==> src/inc/lpt_pkg.sv <==
// Purpose: Shared constants and types for the panel timing engine
// Assumes: 50 MHz mclk_i, synchronous active-high reset
// Notes: Sync fields and horizontal porches use the stored-value-plus-one convention; vertical porches use the stored value
package lpt_pkg;
  // ==========================================================
  // Widths
  localparam int PIX_W = 16;
  localparam int CNT_W = 12;
  localparam int BCNT_W = 6;
  localparam int PPL_SHIFT = 4;
  localparam int FIFO_DEPTH = 2;
  // ==========================================================
  // Display-bus flavours
  localparam logic [1:0] FLAV_ENABLE = 2'h0;
  localparam logic [1:0] FLAV_RWLINE = 2'h1;
  localparam logic [1:0] FLAV_RWSTROBE = 2'h2;
  // ==========================================================
  // Reset values
  localparam logic [PIX_W-1:0] PIX_RESET = 16'h0000;
  localparam logic [CNT_W-1:0] CNT_ZERO = 12'h000;
  localparam logic [BCNT_W-1:0] BCNT_ZERO = 6'h00;
  // ==========================================================
  // States
  typedef enum logic [1:0] {
    PH_SYNC = 2'b00, PH_BACK = 2'b01, PH_ACT = 2'b11, PH_FRONT = 2'b10
  } lpt_phase_e;
  typedef enum logic [2:0] {
    BS_IDLE = 3'b000, BS_SETUP = 3'b001, BS_STROBE = 3'b011, BS_HOLD = 3'b010, BS_GAP = 3'b110
  } lpt_bus_e;
endpackage

==> src/design/lpt_engine.sv <==
// Purpose: Raster timing engine and display-bus transfer engine sharing one pin set
// Assumes: pix_clk_ref_i is asynchronous and much slower than mclk_i
// Notes: All pin outputs are registered; read data passes a two-flop synchroniser
// ==========================================================
// What this block does
// Enable-strobe flavour is asynchronous, no free clock
// Enable-strobe flavour pulses memory clock pin
// Other flavours select asynchronous or synchronous transfers
// Asynchronous mode drives memory clock as chip select
// Synchronous mode drives memory clock as running clock
// Frame timing from porches, sync width, lines
// Line timing from porches, sync width, pixels
// AC-bias output timed by programmed frequency
// Frame delivered line by line, left to right
// Frame sync marks each new frame
// Line sync marks each new line
// Only one engine active at a time
// Counters cover 2048 pixels and 2048 lines
// Bus control and data timing programmable
// Order sync, back porch, active, front porch
// Raster pins repurposed as bus control pins
module lpt_engine
  import lpt_pkg::*;
(
  input wire logic mclk_i,
  input wire logic reset_i,
  input wire logic display_bus_mode_i,
  input wire logic [1:0] bus_flavour_i,
  input wire logic bus_sync_i,
  input wire logic [7:0] vertical_front_porch_i,
  input wire logic [5:0] vertical_sync_width_i,
  input wire logic [7:0] vertical_back_porch_i,
  input wire logic [9:0] line_count_low_i,
  input wire logic line_count_ext_bit_i,
  input wire logic [7:0] horizontal_front_porch_i,
  input wire logic [5:0] horizontal_sync_width_i,
  input wire logic [7:0] horizontal_back_porch_i,
  input wire logic pixels_per_line_high_i,
  input wire logic [5:0] pixels_per_line_low_i,
  input wire logic [7:0] ac_bias_frequency_i,
  input wire logic [4:0] setup_cycles_i,
  input wire logic [5:0] strobe_cycles_i,
  input wire logic [3:0] hold_cycles_i,
  input wire logic [1:0] cs_delay_i,
  input wire logic pix_clk_ref_i,
  input wire logic pix_valid_i,
  input wire logic [PIX_W-1:0] pix_data_i,
  output logic pix_ready_o,
  input wire logic cmd_valid_i,
  input wire logic cmd_write_i,
  input wire logic cmd_reg_sel_i,
  input wire logic [PIX_W-1:0] cmd_data_i,
  output logic cmd_ready_o,
  output logic rd_valid_o,
  output logic [PIX_W-1:0] rd_data_o,
  output logic memory_clock_pin_o,
  output logic frame_sync_out_o,
  output logic line_sync_out_o,
  output logic pixel_clock_out_o,
  output logic ac_bias_out_o,
  output logic read_strobe_n_o,
  output logic [PIX_W-1:0] pixel_data_bus_o,
  input wire logic [PIX_W-1:0] pixel_data_bus_i,
  output logic pixel_data_bus_oe_n_o
);
  // ==========================================================
  // Helpers
  function automatic lpt_phase_e next_ph(input lpt_phase_e ph);
    case (ph)
      PH_SYNC: next_ph = PH_BACK;
      PH_BACK: next_ph = PH_ACT;
      PH_ACT: next_ph = PH_FRONT;
      default: next_ph = PH_SYNC;
    endcase
  endfunction

  function automatic logic [CNT_W-1:0] ph_len(input lpt_phase_e ph, input logic [CNT_W-1:0] s,
                                             input logic [CNT_W-1:0] b, input logic [CNT_W-1:0] a,
                                             input logic [CNT_W-1:0] f);
    case (ph)
      PH_SYNC: ph_len = s;
      PH_BACK: ph_len = b;
      PH_ACT: ph_len = a;
      default: ph_len = f;
    endcase
  endfunction

  // ==========================================================
  // Interval lengths
  logic [CNT_W-1:0] h_s, h_b, h_a, h_f, v_s, v_b, v_a, v_f;
  assign h_s = CNT_W'(horizontal_sync_width_i) + 12'h001;
  assign h_b = CNT_W'(horizontal_back_porch_i) + 12'h001;
  // Widen before the add so the largest code still gives 2048 pixels
  assign h_a = (CNT_W'({pixels_per_line_high_i, pixels_per_line_low_i}) + 12'h001) << PPL_SHIFT;
  assign h_f = CNT_W'(horizontal_front_porch_i) + 12'h001;
  assign v_s = CNT_W'(vertical_sync_width_i) + 12'h001;
  assign v_b = CNT_W'(vertical_back_porch_i);
  assign v_a = CNT_W'({line_count_ext_bit_i, line_count_low_i}) + 12'h001;
  assign v_f = CNT_W'(vertical_front_porch_i);

  // ==========================================================
  // Pixel clock reference synchroniser and edge finder
  logic pck_s1_r, pck_s2_r, pck_s3_r, pck_rise;
  logic [PIX_W-1:0] din_s1_r, din_s2_r;
  always_ff @(posedge mclk_i) begin
    if (reset_i) begin
      pck_s1_r <= 1'b0;
      pck_s2_r <= 1'b0;
      pck_s3_r <= 1'b0;
      din_s1_r <= PIX_RESET;
      din_s2_r <= PIX_RESET;
    end else begin
      pck_s1_r <= pix_clk_ref_i;
      pck_s2_r <= pck_s1_r;
      pck_s3_r <= pck_s2_r;
      din_s1_r <= pixel_data_bus_i;
      din_s2_r <= din_s1_r;
    end
  end
  assign pck_rise = pck_s2_r & ~pck_s3_r;

  // ==========================================================
  // Two-entry pixel buffer
  logic [PIX_W-1:0] fifo_mem_r [FIFO_DEPTH];
  logic wr_ptr_r, rd_ptr_r, wr_ptr_nxt, rd_ptr_nxt;
  logic [1:0] fcnt_r, fcnt_nxt;
  logic push, pop, pix_take;
  lpt_phase_e h_st_r, h_st_nxt, v_st_r, v_st_nxt;
  assign pix_ready_o = (fcnt_r != 2'h2);
  assign push = pix_valid_i & pix_ready_o;
  // Blank lines consume no pixels, so the frame holds exactly the active lines
  assign pix_take = pck_rise & ~display_bus_mode_i & (h_st_r == PH_ACT) & (v_st_r == PH_ACT);
  assign pop = pix_take & (fcnt_r != 2'h0);
  always_comb begin
    wr_ptr_nxt = push ? ~wr_ptr_r : wr_ptr_r;
    rd_ptr_nxt = pop ? ~rd_ptr_r : rd_ptr_r;
    fcnt_nxt = fcnt_r + {1'b0, push} - {1'b0, pop};
  end
  always_ff @(posedge mclk_i) begin
    if (reset_i) begin
      wr_ptr_r <= 1'b0;
      rd_ptr_r <= 1'b0;
      fcnt_r <= 2'h0;
    end else begin
      wr_ptr_r <= wr_ptr_nxt;
      rd_ptr_r <= rd_ptr_nxt;
      fcnt_r <= fcnt_nxt;
    end
    if (push) begin
      fifo_mem_r[wr_ptr_r] <= pix_data_i;
    end
  end

  // ==========================================================
  // Raster counters; held parked while the bus engine owns the pins
  logic [CNT_W-1:0] hcnt_r, hcnt_nxt, vcnt_r, vcnt_nxt;
  logic [7:0] acnt_r, acnt_nxt;
  logic ac_r, ac_nxt;
  logic [PIX_W-1:0] pix_r, pix_nxt;
  always_comb begin
    h_st_nxt = h_st_r;
    v_st_nxt = v_st_r;
    hcnt_nxt = hcnt_r;
    vcnt_nxt = vcnt_r;
    acnt_nxt = acnt_r;
    ac_nxt = ac_r;
    pix_nxt = pix_r;
    if (display_bus_mode_i) begin
      h_st_nxt = PH_SYNC;
      v_st_nxt = PH_SYNC;
      hcnt_nxt = CNT_ZERO;
      vcnt_nxt = CNT_ZERO;
    end else if (pck_rise) begin
      if (pix_take) begin
        pix_nxt = (fcnt_r != 2'h0) ? fifo_mem_r[rd_ptr_r] : PIX_RESET;
      end
      if (hcnt_r + 12'h001 >= ph_len(h_st_r, h_s, h_b, h_a, h_f)) begin
        hcnt_nxt = CNT_ZERO;
        h_st_nxt = next_ph(h_st_r);
        if (h_st_r == PH_FRONT) begin
          if (acnt_r == ac_bias_frequency_i) begin
            acnt_nxt = 8'h00;
            ac_nxt = ~ac_r;
          end else begin
            acnt_nxt = acnt_r + 8'h01;
          end
          if (vcnt_r + 12'h001 >= ph_len(v_st_r, v_s, v_b, v_a, v_f)) begin
            vcnt_nxt = CNT_ZERO;
            v_st_nxt = next_ph(v_st_r);
            // Zero-length porches are skipped so no empty phase lingers a line
            if (ph_len(v_st_nxt, v_s, v_b, v_a, v_f) == CNT_ZERO) begin
              v_st_nxt = next_ph(v_st_nxt);
            end
          end else begin
            vcnt_nxt = vcnt_r + 12'h001;
          end
        end
      end else begin
        hcnt_nxt = hcnt_r + 12'h001;
      end
    end
  end
  always_ff @(posedge mclk_i) begin
    if (reset_i) begin
      h_st_r <= PH_SYNC;
      v_st_r <= PH_SYNC;
      hcnt_r <= CNT_ZERO;
      vcnt_r <= CNT_ZERO;
      acnt_r <= 8'h00;
      ac_r <= 1'b0;
      pix_r <= PIX_RESET;
    end else begin
      h_st_r <= h_st_nxt;
      v_st_r <= v_st_nxt;
      hcnt_r <= hcnt_nxt;
      vcnt_r <= vcnt_nxt;
      acnt_r <= acnt_nxt;
      ac_r <= ac_nxt;
      pix_r <= pix_nxt;
    end
  end

  // ==========================================================
  // Display-bus transfer sequencer
  lpt_bus_e bs_r, bs_nxt;
  logic [BCNT_W-1:0] bcnt_r, bcnt_nxt, bcnt_inc;
  logic wr_r, wr_nxt, rs_r, rs_nxt, rdv_r, rdv_nxt, div_r;
  logic [PIX_W-1:0] cdat_r, cdat_nxt, rdat_r, rdat_nxt;
  assign cmd_ready_o = display_bus_mode_i & (bs_r == BS_IDLE);
  assign bcnt_inc = bcnt_r + 6'h01;
  always_comb begin
    bs_nxt = bs_r;
    bcnt_nxt = bcnt_r;
    wr_nxt = wr_r;
    rs_nxt = rs_r;
    cdat_nxt = cdat_r;
    rdat_nxt = rdat_r;
    rdv_nxt = 1'b0;
    case (bs_r)
      BS_IDLE: begin
        if (cmd_valid_i & cmd_ready_o) begin
          wr_nxt = cmd_write_i;
          rs_nxt = cmd_reg_sel_i;
          cdat_nxt = cmd_data_i;
          bcnt_nxt = BCNT_ZERO;
          bs_nxt = (setup_cycles_i != 5'h00) ? BS_SETUP : BS_STROBE;
        end
      end
      BS_SETUP: begin
        bcnt_nxt = bcnt_inc;
        if (bcnt_inc >= BCNT_W'(setup_cycles_i)) begin
          bcnt_nxt = BCNT_ZERO;
          bs_nxt = BS_STROBE;
        end
      end
      BS_STROBE: begin
        bcnt_nxt = bcnt_inc;
        if (bcnt_inc >= strobe_cycles_i) begin
          bcnt_nxt = BCNT_ZERO;
          bs_nxt = BS_HOLD;
          if (!wr_r) begin
            rdat_nxt = din_s2_r;
            rdv_nxt = 1'b1;
          end
        end
      end
      BS_HOLD: begin
        bcnt_nxt = bcnt_inc;
        if (bcnt_inc >= BCNT_W'(hold_cycles_i)) begin
          bcnt_nxt = BCNT_ZERO;
          bs_nxt = (cs_delay_i != 2'h0) ? BS_GAP : BS_IDLE;
        end
      end
      default: begin
        bcnt_nxt = bcnt_inc;
        if (bcnt_inc >= BCNT_W'(cs_delay_i)) begin
          bcnt_nxt = BCNT_ZERO;
          bs_nxt = BS_IDLE;
        end
      end
    endcase
  end
  always_ff @(posedge mclk_i) begin
    if (reset_i) begin
      bs_r <= BS_IDLE;
      bcnt_r <= BCNT_ZERO;
      wr_r <= 1'b0;
      rs_r <= 1'b0;
      cdat_r <= PIX_RESET;
      rdat_r <= PIX_RESET;
      rdv_r <= 1'b0;
      div_r <= 1'b0;
    end else begin
      bs_r <= bs_nxt;
      bcnt_r <= bcnt_nxt;
      wr_r <= wr_nxt;
      rs_r <= rs_nxt;
      cdat_r <= cdat_nxt;
      rdat_r <= rdat_nxt;
      rdv_r <= rdv_nxt;
      div_r <= ~div_r;
    end
  end
  assign rd_valid_o = rdv_r;
  assign rd_data_o = rdat_r;

  // ==========================================================
  // Pin multiplexing, registered so every pin leaves a flip-flop
  logic xfer, strb;
  logic mck_nxt, fs_nxt, ls_nxt, pc_nxt, acp_nxt, rsn_nxt, oen_nxt;
  logic [PIX_W-1:0] dat_nxt;
  assign xfer = (bs_r == BS_SETUP) | (bs_r == BS_STROBE) | (bs_r == BS_HOLD);
  assign strb = (bs_r == BS_STROBE);
  always_comb begin
    if (display_bus_mode_i) begin
      fs_nxt = (bs_r == BS_SETUP);
      ls_nxt = (bus_flavour_i == FLAV_RWSTROBE) ? ~(strb & wr_r) : ~(xfer & wr_r);
      pc_nxt = rs_r;
      acp_nxt = ~xfer;
      rsn_nxt = (bus_flavour_i == FLAV_ENABLE) ? 1'b1 : ~(strb & ((bus_flavour_i == FLAV_RWLINE) | ~wr_r));
      dat_nxt = cdat_r;
      oen_nxt = ~(xfer & wr_r);
      if (bus_flavour_i == FLAV_ENABLE) begin
        mck_nxt = strb;
      end else if (bus_sync_i) begin
        mck_nxt = div_r;
      end else begin
        mck_nxt = ~xfer;
      end
    end else begin
      fs_nxt = (v_st_r == PH_SYNC);
      ls_nxt = (h_st_r == PH_SYNC);
      pc_nxt = pck_s2_r;
      acp_nxt = ac_r;
      rsn_nxt = 1'b1;
      dat_nxt = pix_r;
      oen_nxt = 1'b0;
      mck_nxt = 1'b0;
    end
  end
  always_ff @(posedge mclk_i) begin
    if (reset_i) begin
      memory_clock_pin_o <= 1'b0;
      frame_sync_out_o <= 1'b0;
      line_sync_out_o <= 1'b0;
      pixel_clock_out_o <= 1'b0;
      ac_bias_out_o <= 1'b0;
      read_strobe_n_o <= 1'b1;
      pixel_data_bus_o <= PIX_RESET;
      pixel_data_bus_oe_n_o <= 1'b1;
    end else begin
      memory_clock_pin_o <= mck_nxt;
      frame_sync_out_o <= fs_nxt;
      line_sync_out_o <= ls_nxt;
      pixel_clock_out_o <= pc_nxt;
      ac_bias_out_o <= acp_nxt;
      read_strobe_n_o <= rsn_nxt;
      pixel_data_bus_o <= dat_nxt;
      pixel_data_bus_oe_n_o <= oen_nxt;
    end
  end

  // ==========================================================
  // Checks
  enable_pulse_a: assert property (@(posedge mclk_i) disable iff (reset_i)
    (!$past(reset_i) && $past(display_bus_mode_i) && $past(bus_flavour_i) == FLAV_ENABLE)
      |-> memory_clock_pin_o == $past(bs_r == BS_STROBE)) else $error("enable strobe mismatch");
  async_cs_a: assert property (@(posedge mclk_i) disable iff (reset_i)
    (display_bus_mode_i && bus_flavour_i != FLAV_ENABLE && !bus_sync_i && xfer)
      |=> !memory_clock_pin_o) else $error("second chip select not asserted");
  sync_clock_a: assert property (@(posedge mclk_i) disable iff (reset_i)
    (display_bus_mode_i && bus_flavour_i != FLAV_ENABLE && bus_sync_i)[*2]
      |=> memory_clock_pin_o != $past(memory_clock_pin_o)) else $error("bus clock not running");
  frame_sync_a: assert property (@(posedge mclk_i) disable iff (reset_i)
    (!$past(reset_i) && !$past(display_bus_mode_i))
      |-> frame_sync_out_o == $past(v_st_r == PH_SYNC)) else $error("frame sync wrong");
  line_sync_a: assert property (@(posedge mclk_i) disable iff (reset_i)
    (!$past(reset_i) && !$past(display_bus_mode_i))
      |-> line_sync_out_o == $past(h_st_r == PH_SYNC)) else $error("line sync wrong");
  phase_order_a: assert property (@(posedge mclk_i) disable iff (reset_i)
    (!$past(reset_i) && !display_bus_mode_i && h_st_r != $past(h_st_r) && !$past(display_bus_mode_i))
      |-> h_st_r == next_ph($past(h_st_r))) else $error("line phase out of order");
  engine_excl_a: assert property (@(posedge mclk_i) disable iff (reset_i)
    display_bus_mode_i |=> (h_st_r == PH_SYNC && hcnt_r == CNT_ZERO && !pop)) else $error("raster ran in bus mode");
  pixel_window_a: assert property (@(posedge mclk_i) disable iff (reset_i)
    pop |-> (h_st_r == PH_ACT && v_st_r == PH_ACT && pck_rise && !display_bus_mode_i))
      else $error("pixel taken outside active");
endmodule

==> config.mk <==
export PLATFORM = sky130hd
export DESIGN_NAME = lpt_engine
export DESIGN_NICKNAME = d
export VERILOG_FILES = /design/src/inc/lpt_pkg.sv /design/src/design/lpt_engine.sv
export SDC_FILE = /design/constraint.sdc
export NUM_CORES = 1
export LEC_CHECK = 0
export ABC_CLOCK_PERIOD_IN_PS = 7200
export BUFFER_PORTS_ARGS = -buffer_cell sky130_fd_sc_hd__buf_2
export CORE_ASPECT_RATIO = 0.5
export CORE_MARGIN = 1.5
export CORE_UTILIZATION = 30
export CTS_CLUSTER_DIAMETER = 40
export DETAILED_ROUTE_END_ITERATION = 7
export GPL_ROUTABILITY_DRIVEN = 0
export PLACE_DENSITY = 0.58
export REMOVE_ABC_BUFFERS = 1
export SLEW_MARGIN = 25
export SYNTH_ARGS = -nofsm -noshare
export SYNTH_HDL_FRONTEND = slang
export SYNTH_SLANG_ARGS = --single-unit
==> constraint.sdc <==
create_clock -name mclk_i -period 7.2 [get_ports mclk_i]
set_clock_uncertainty 0.15 [all_clocks]
set_input_delay 1.44 -clock mclk_i [delete_from_list [all_inputs] [get_ports mclk_i]]
set_output_delay 1.44 -clock mclk_i [all_outputs]
set_load 0.1 [all_outputs]
# Word-level counts from Yosys, hierarchy flattened
# Memory sizes are Yosys's and may differ from the RTL's. A register that Yosys moved wholly into a read port is not among the register bits.
# Index checks and enable logic that the tools add are counted.
[word_totals] output_inout_bits=42 mem_count=1 latch_bits=0 word_cells=173 reg_bits=160 mem_bits_ro=0 mem_bits_rw=32
[memory_table] name="fifo_mem_r" words=2 word_bits=16 rd=1 rd_ports_with_merged_regs=1 write_ports=1 line="lpt_engine.sv:124" rtl="logic [PIX_W-1:0] fifo_mem_r [FIFO_DEPTH];"
[op_classes] bitwise_logic=27 addsub=12 div_mod_pow=0 mul=0 mux=55 reduce_logical=23 magnitude_cmp=6 shifts=0 eq_ne=18
[ops] op="two-way mux 12 bit" count=13
[ops] op="case mux 12 bit (3 select lines)" count=3
[ops] op="two-way mux 16 bit" count=2
[ops] op="two-way mux 6 bit" count=5
[ops] op="adder 12 x 1 -> 12 bit, second input constant" count=2
[ops] op=">= comparator 12 bit" count=2
[ops] op="case mux 6 bit (4 select lines)" count=1
[ops] op="adder 8 x 1 -> 9 bit, second input constant" count=2
[ops] op="two-way mux 3 bit" count=6
[ops] op="case mux 2 bit (3 select lines)" count=3
[ops] op="adder 6 x 1 -> 7 bit, second input constant" count=2
[ops] op="two-way mux 2 bit" count=7
[ops] op="two-way mux 1 bit" count=13
[ops] op="NOT 1 bit" count=13
[ops] op="adder 11 x 1 -> 12 bit, second input constant" count=1
[ops] op="logical NOT 12 bit" count=1
[ops] op="case mux 3 bit (4 select lines)" count=1
[ops] op="bitwise AND 1 bit" count=11
[ops] op="equality test 2 bit, second input constant" count=5
[ops] op="AND reduction 5 bit" count=2
[ops] op="nonzero test 5 bit" count=2
[ops] op="AND reduction 3 bit" count=3
[ops] op="adder 7 x 1 -> 8 bit, second input constant" count=1
[ops] op="adder 8 x 1 -> 8 bit, second input constant" count=1
[ops] op="other kinds (22)" count=39

# Depth between registers and ports, before layout
[depth] depth_word=23 mapped_depth=22 ltp_nobuf=19

# Least setup slack after synthesis
# Ideal clock, no wire load.
[synth_path] path_kind="input-to-reg" start="in horizontal_back_porch_i[1]" end="reg acnt_r[3]" slack_ns=3.000 cell_stages=17 t_arrival_ns=3.926 path_buffers=1 required_time_ns=6.926 path_cell_list="mux2_2 -> ha_1 -> nor2b_1 -> nand2_1 -> xnor2_1 -> nand2_1 -> o211ai_1 -> o21ai_0 -> ha_1 -> nand2_1 -> nor3_1 -> a21oi_1 -> o31ai_1 -> buf_2 -> nor3b_1 -> xnor2_1 -> nor2_1"
[synth_via] elab_chain_len=6
[synth_lines] element="from (decl)" line="lpt_engine.sv:37" rtl="input wire logic [7:0] horizontal_back_porch_i,"
[synth_lines] element="adder 8 x 1 -> 9 bit" line="lpt_engine.sv:92" rtl="assign h_b = CNT_W'(horizontal_back_porch_i) + 12'h001;"
[synth_lines] element="case mux 12 bit (3 select lines)" line="lpt_engine.sv:80" rtl="case (ph)"
[synth_lines] element="two-way mux 12 bit" line="lpt_engine.sv:173" rtl="end else if (pck_rise) begin"
[synth_lines] element="two-way mux 12 bit" line="lpt_engine.sv:168" rtl="if (display_bus_mode_i) begin"
[synth_lines] element=">= comparator 12 bit" line="lpt_engine.sv:177" rtl="if (hcnt_r + 12'h001 >= ph_len(h_st_r, h_s, h_b, h_a, h_f)) begin"
[synth_lines] element="AND reduction 4 bit (no source line)"
[synth_lines] element="to (signal assigned)" line="lpt_engine.sv:217" rtl="acnt_r <= acnt_nxt;"
[synth_lines] element="to (decl)" line="lpt_engine.sv:157" rtl="logic [7:0] acnt_r, acnt_nxt;"
# Every way passes these cells. The select of a mux whose other input is x is not followed.
# A chain may end at the register's enable or synchronous reset.

# Final worst setup path
[layout_path] start="reg h_st_r[1]" end="reg vcnt_r[11]"
[layout_via] elab_chain_len=6 elab_cells_between_ends=9 cone_classes="order compare (1); eq/ne (3); mux (3); reduce/logical (2)"
[layout_lines] element="from (decl)" line="lpt_engine.sv:128" rtl="lpt_phase_e h_st_r, h_st_nxt, v_st_r, v_st_nxt;"
[layout_lines] element="from (signal assigned)" line="lpt_engine.sv:213" rtl="h_st_r <= h_st_nxt;"
[layout_lines] element="equality test 2 bit, or another cell as far along" line="lpt_engine.sv:80"
[layout_lines] element="case mux 12 bit (3 select lines)" line="lpt_engine.sv:80"
[layout_lines] element="two-way mux 12 bit" line="lpt_engine.sv:173"
[layout_lines] element="two-way mux 12 bit" line="lpt_engine.sv:168"
[layout_lines] element=">= comparator 12 bit" line="lpt_engine.sv:177"
[layout_lines] element="AND reduction 3 bit (no source line) (*)"
[layout_lines] element="to (signal assigned)" line="lpt_engine.sv:216" rtl="vcnt_r <= vcnt_nxt;"
[layout_lines] element="to (decl)" line="lpt_engine.sv:156" rtl="logic [CNT_W-1:0] hcnt_r, hcnt_nxt, vcnt_r, vcnt_nxt;"
# Every way passes the cells marked *; elsewhere a longest branch is shown, timed or not. The select of a mux whose other input is x is not followed.

==> results.toml <==
[final_layout]
final_core_util_pct = 37.1
drive_gt1_share_pct = 21.1
n_fill_cell = 3154
syn2layout_area_growth_pct = 19.7
num-nets-final = 1390

[clocking]
cts-root-buf = "clkbuf_16"
cts_setup_buffers = 0
cts_resized = 0
cts_sinks = 193
hold_buffers = 0
cts.htree.levels = 4
cts_tree = "built"
clk_latency_ns = 0.43
clock_path_buffers = 2
clk_pin_slew_worst_paths_ns = 0.07
cts_inserted_buffers = 17

[critical_path]
rr_worst_depth = 19
crit_chain = "inv_1 > ha_1 > mux2_2 > ha_1 > nor2b_1 > nand2_1 > xnor2_1 > nand2_1 > o211ai_1 > o21ai_0 > ha_1 > nand2_1 > nor3_1 > a21oi_1 > o31ai_2 > buf_4 > and3_1 > nand2b_1 > nor2_1"
cp_slowest_stage_delay_ns = 0.61
path_class = "flop to flop"
worstPathArrival_ns = 5.02
r2r-start = "h_st_r[1]"
critPathCaptureType = "flop"
cp_slowest_cell = "o31ai_2"
critPathMaxFanout = 15
rrSetupSlack_ns = 2.34
required_ns = 7.36
reg2reg_to = "vcnt_r[11]"
start_kind = "flop"

[timing]
fin_setup_tns_ns = 0
finalWorstPathRequiredPeriod_ns = 4.86
period_share_pct = 67.5
report.final.slew_viol_count = 0
max_slew_margin_pct = 38.1
worst_pin_slew_ns = 0.928
timing.fmax_mhz = 206
setup_violations = 0
rsz0062_at_grt = "false"
finalHoldViolCount = 0

[pwr]
seqPwrFrac_pct = 49.7
p_sw_uw = 606
peakVddDrop_mv = 0.162
power_density_nw_per_um2 = 202
combPwrFrac_pct = 11.2
p_clk_share_pct = 39.1
p_int_uw = 1700
sw_frac_of_total_pct = 26.3
leakagePower_uw = 0.00495

[floorplanning]
die_area_um2 = 33000
fp.coreArea_um2 = 30900
start_util_pct = 31.0
io_pins = 188
rows = 45
die_y_um = 129
dieWidth_um = 256

[logic_synthesis]
ys.flop_type = "dfxtp_1"
synthDistinctLibCells = 67
synth_area_um2 = 9570
ys_seq_area_share_pct = 43.7
synth_common_cells = "dfxtp_1 (161), nor2_1 (124), nand2_1 (97), ha_1 (56), a21oi_1 (54)"
ys_top_cells_by_area = "dfxtp_1 (34%), edfxtp_1 (10%), ha_1 (7.3%)"
yosysMostFrequentCell = "dfxtp_1"
synth_top_area_share_pct = 33.7
synth-edff-count = 32
ys_ff_latch = 193
yosysTopAreaCell = "dfxtp_1"
synth_cells = 1024
yosysWarnings = 0
syn_avg_cell_area_um2 = 9.34
synthArstFlopShare_pct = 0

[route]
viasPerCell = 4.77
drtPass1Iterations = 5
antenna_left = 0
finalWirelength_um = 23900
first_iter_violations = 526
vias = 7752
wl_per_cell_um = 14.7
drc = 0

[global_route]
grt_max_degree = 72
grt_use_total_pct = 14.3
grt_pass1_vias = 7630
antenna_found_initial = 1
grt_pass1_wl_um = 37800
grt-ovfl-total = 0

[worst_hold_path]
holdPathStages = 1
hp-start = "div_r"
hp-class = "flop to flop"
min_to = "div_r"

[place]
port-buffer-count = 187
dp_hpwl_um = 17800

[run_status]
status = "finished, final reports clean"

[flow_run]
drv_cap = 0
==> routing by layer <==
layer  part of all wire [%]  track usage [%]  routed length (µm)
met5                      0                0                   0
met4                    1.8             4.94                 437
met3                    3.6             3.07                 860
met2                     50             26.3               11900
met1                     45             16.7               10600
==> cells in the final DEF, fill, tap and decap left out, types with 4 or more instances in the layout <==
cell       instances
buf_2            186
dfxtp_1          161
nor2_1           124
nand2_1           97
ha_1              56
a21oi_1           54
nor2b_1           52
mux2i_1           43
xor2_1            42
xnor2_1           40
nand3_1           34
edfxtp_1          32
inv_1             27
a22oi_1           25
nor3_1            20
o21ai_0           19
clkbuf_16         18
mux2_2            17
and3_1            16
nand2b_1          14
nand4_1           11
a21o_1             8
a31oi_1            6
nor4_1             6
buf_4              6
nor3b_1            5
mux4_2             5
o21ai_1            5
inv_6              5
a32oi_1            4
==> power by group through the flow <==
stage | Clock, µW | Sequential, µW | Combinational, µW
after floorplan | 0 | 1200 | 123
after global placement | 0 | 1170 | 253
after detailed placement | 0 | 1170 | 259
after CTS | 934 | 1150 | 261
after global routing | 978 | 1150 | 284
final | 903 | 1150 | 258
==> final cells by class <==
class	count	area, µm²	area share (%)
Tap cell	423	529	4.62
Clock inverter	12	93.8	0.819
Timing Repair Buffer	194	998	8.72
Clock buffer	20	458	4.00
Multi-Input combinational cell	753	5080	44.3
Inverter	29	109	0.950
Sequential cell	193	4180	36.5
Antenna cell	1	2.50	0.0218
==> flip-flops by register name, indices dropped and copies added, names as in the netlist, 2 cells and up, named ones only <==
signal,count
rd_data_o,16
fifo_mem_r,32
v_st_r,2
vcnt_r,12
fcnt_r,2
hcnt_r,12
din_s2_r,16
bcnt_r,6
pix_r,16
din_s1_r,16
bs_r,3
acnt_r,8
h_st_r,2
cdat_r,16
pixel_data_bus_o,16
==> how the worst max path moves through the flow <==
| stage | from | cells after the start | end |
|---|---|---|---|
| 6_report | h_st_r[1] | 19 | vcnt_r[11] |
| 3_3_place_gp | display_bus_mode_i | 10 | fcnt_r[1] |
| 3_5_place_dp | horizontal_back_porch_i[0] | 19 | vcnt_r[11] |
| 2_1_floorplan | horizontal_back_porch_i[1] | 16 | vcnt_r[0] |
| 4_1_cts | h_st_r[1] | 19 | vcnt_r[10] |
| 5_1_grt | h_st_r[1] | 20 | vcnt_r[10] |
==> cell families after synthesis <==
kind of cell               share of synthesized area [%]
AOI/OAI and AO/OA                                   9.90
xor gates and xnor gates                            7.97
adders and majority gates                           7.32
buffers and inverters                               3.22
DFF                                                 43.7
muxes                                               7.68
and+or+nand+nor                                     20.2
==> worst max-delay path: cells and delay by family, from the launching register on <==
family	cells	cell delay, ns
compound gates	4	0.97
xor+xnor	1	0.12
fa+ha+maj	3	1.09
buf+inv	2	0.42
flops	1	0.33
mux	1	0.42
simple gates	8	1.24
==> per-stage QoR <==
stage | cells | setup WS (ns) | hold slack (ns) | cell area [µm²] | total power (µW)
floorplan | 975 | 1.85 | 0.235 | 9370 | 1320
global placement | 1590 | 1.97 | 0.246 | 10900 | 1430
detailed placement | 1592 | 1.95 | 0.248 | 10900 | 1430
CTS | 1624 | 2.36 | 0.258 | 11500 | 2340
global route | 1625 | 1.99 | 0.281 | 11500 | 2410
finish | 1625 | 2.34 | 0.257 | 11500 | 2310
Note: power is estimated with default switching activity, not from simulation.
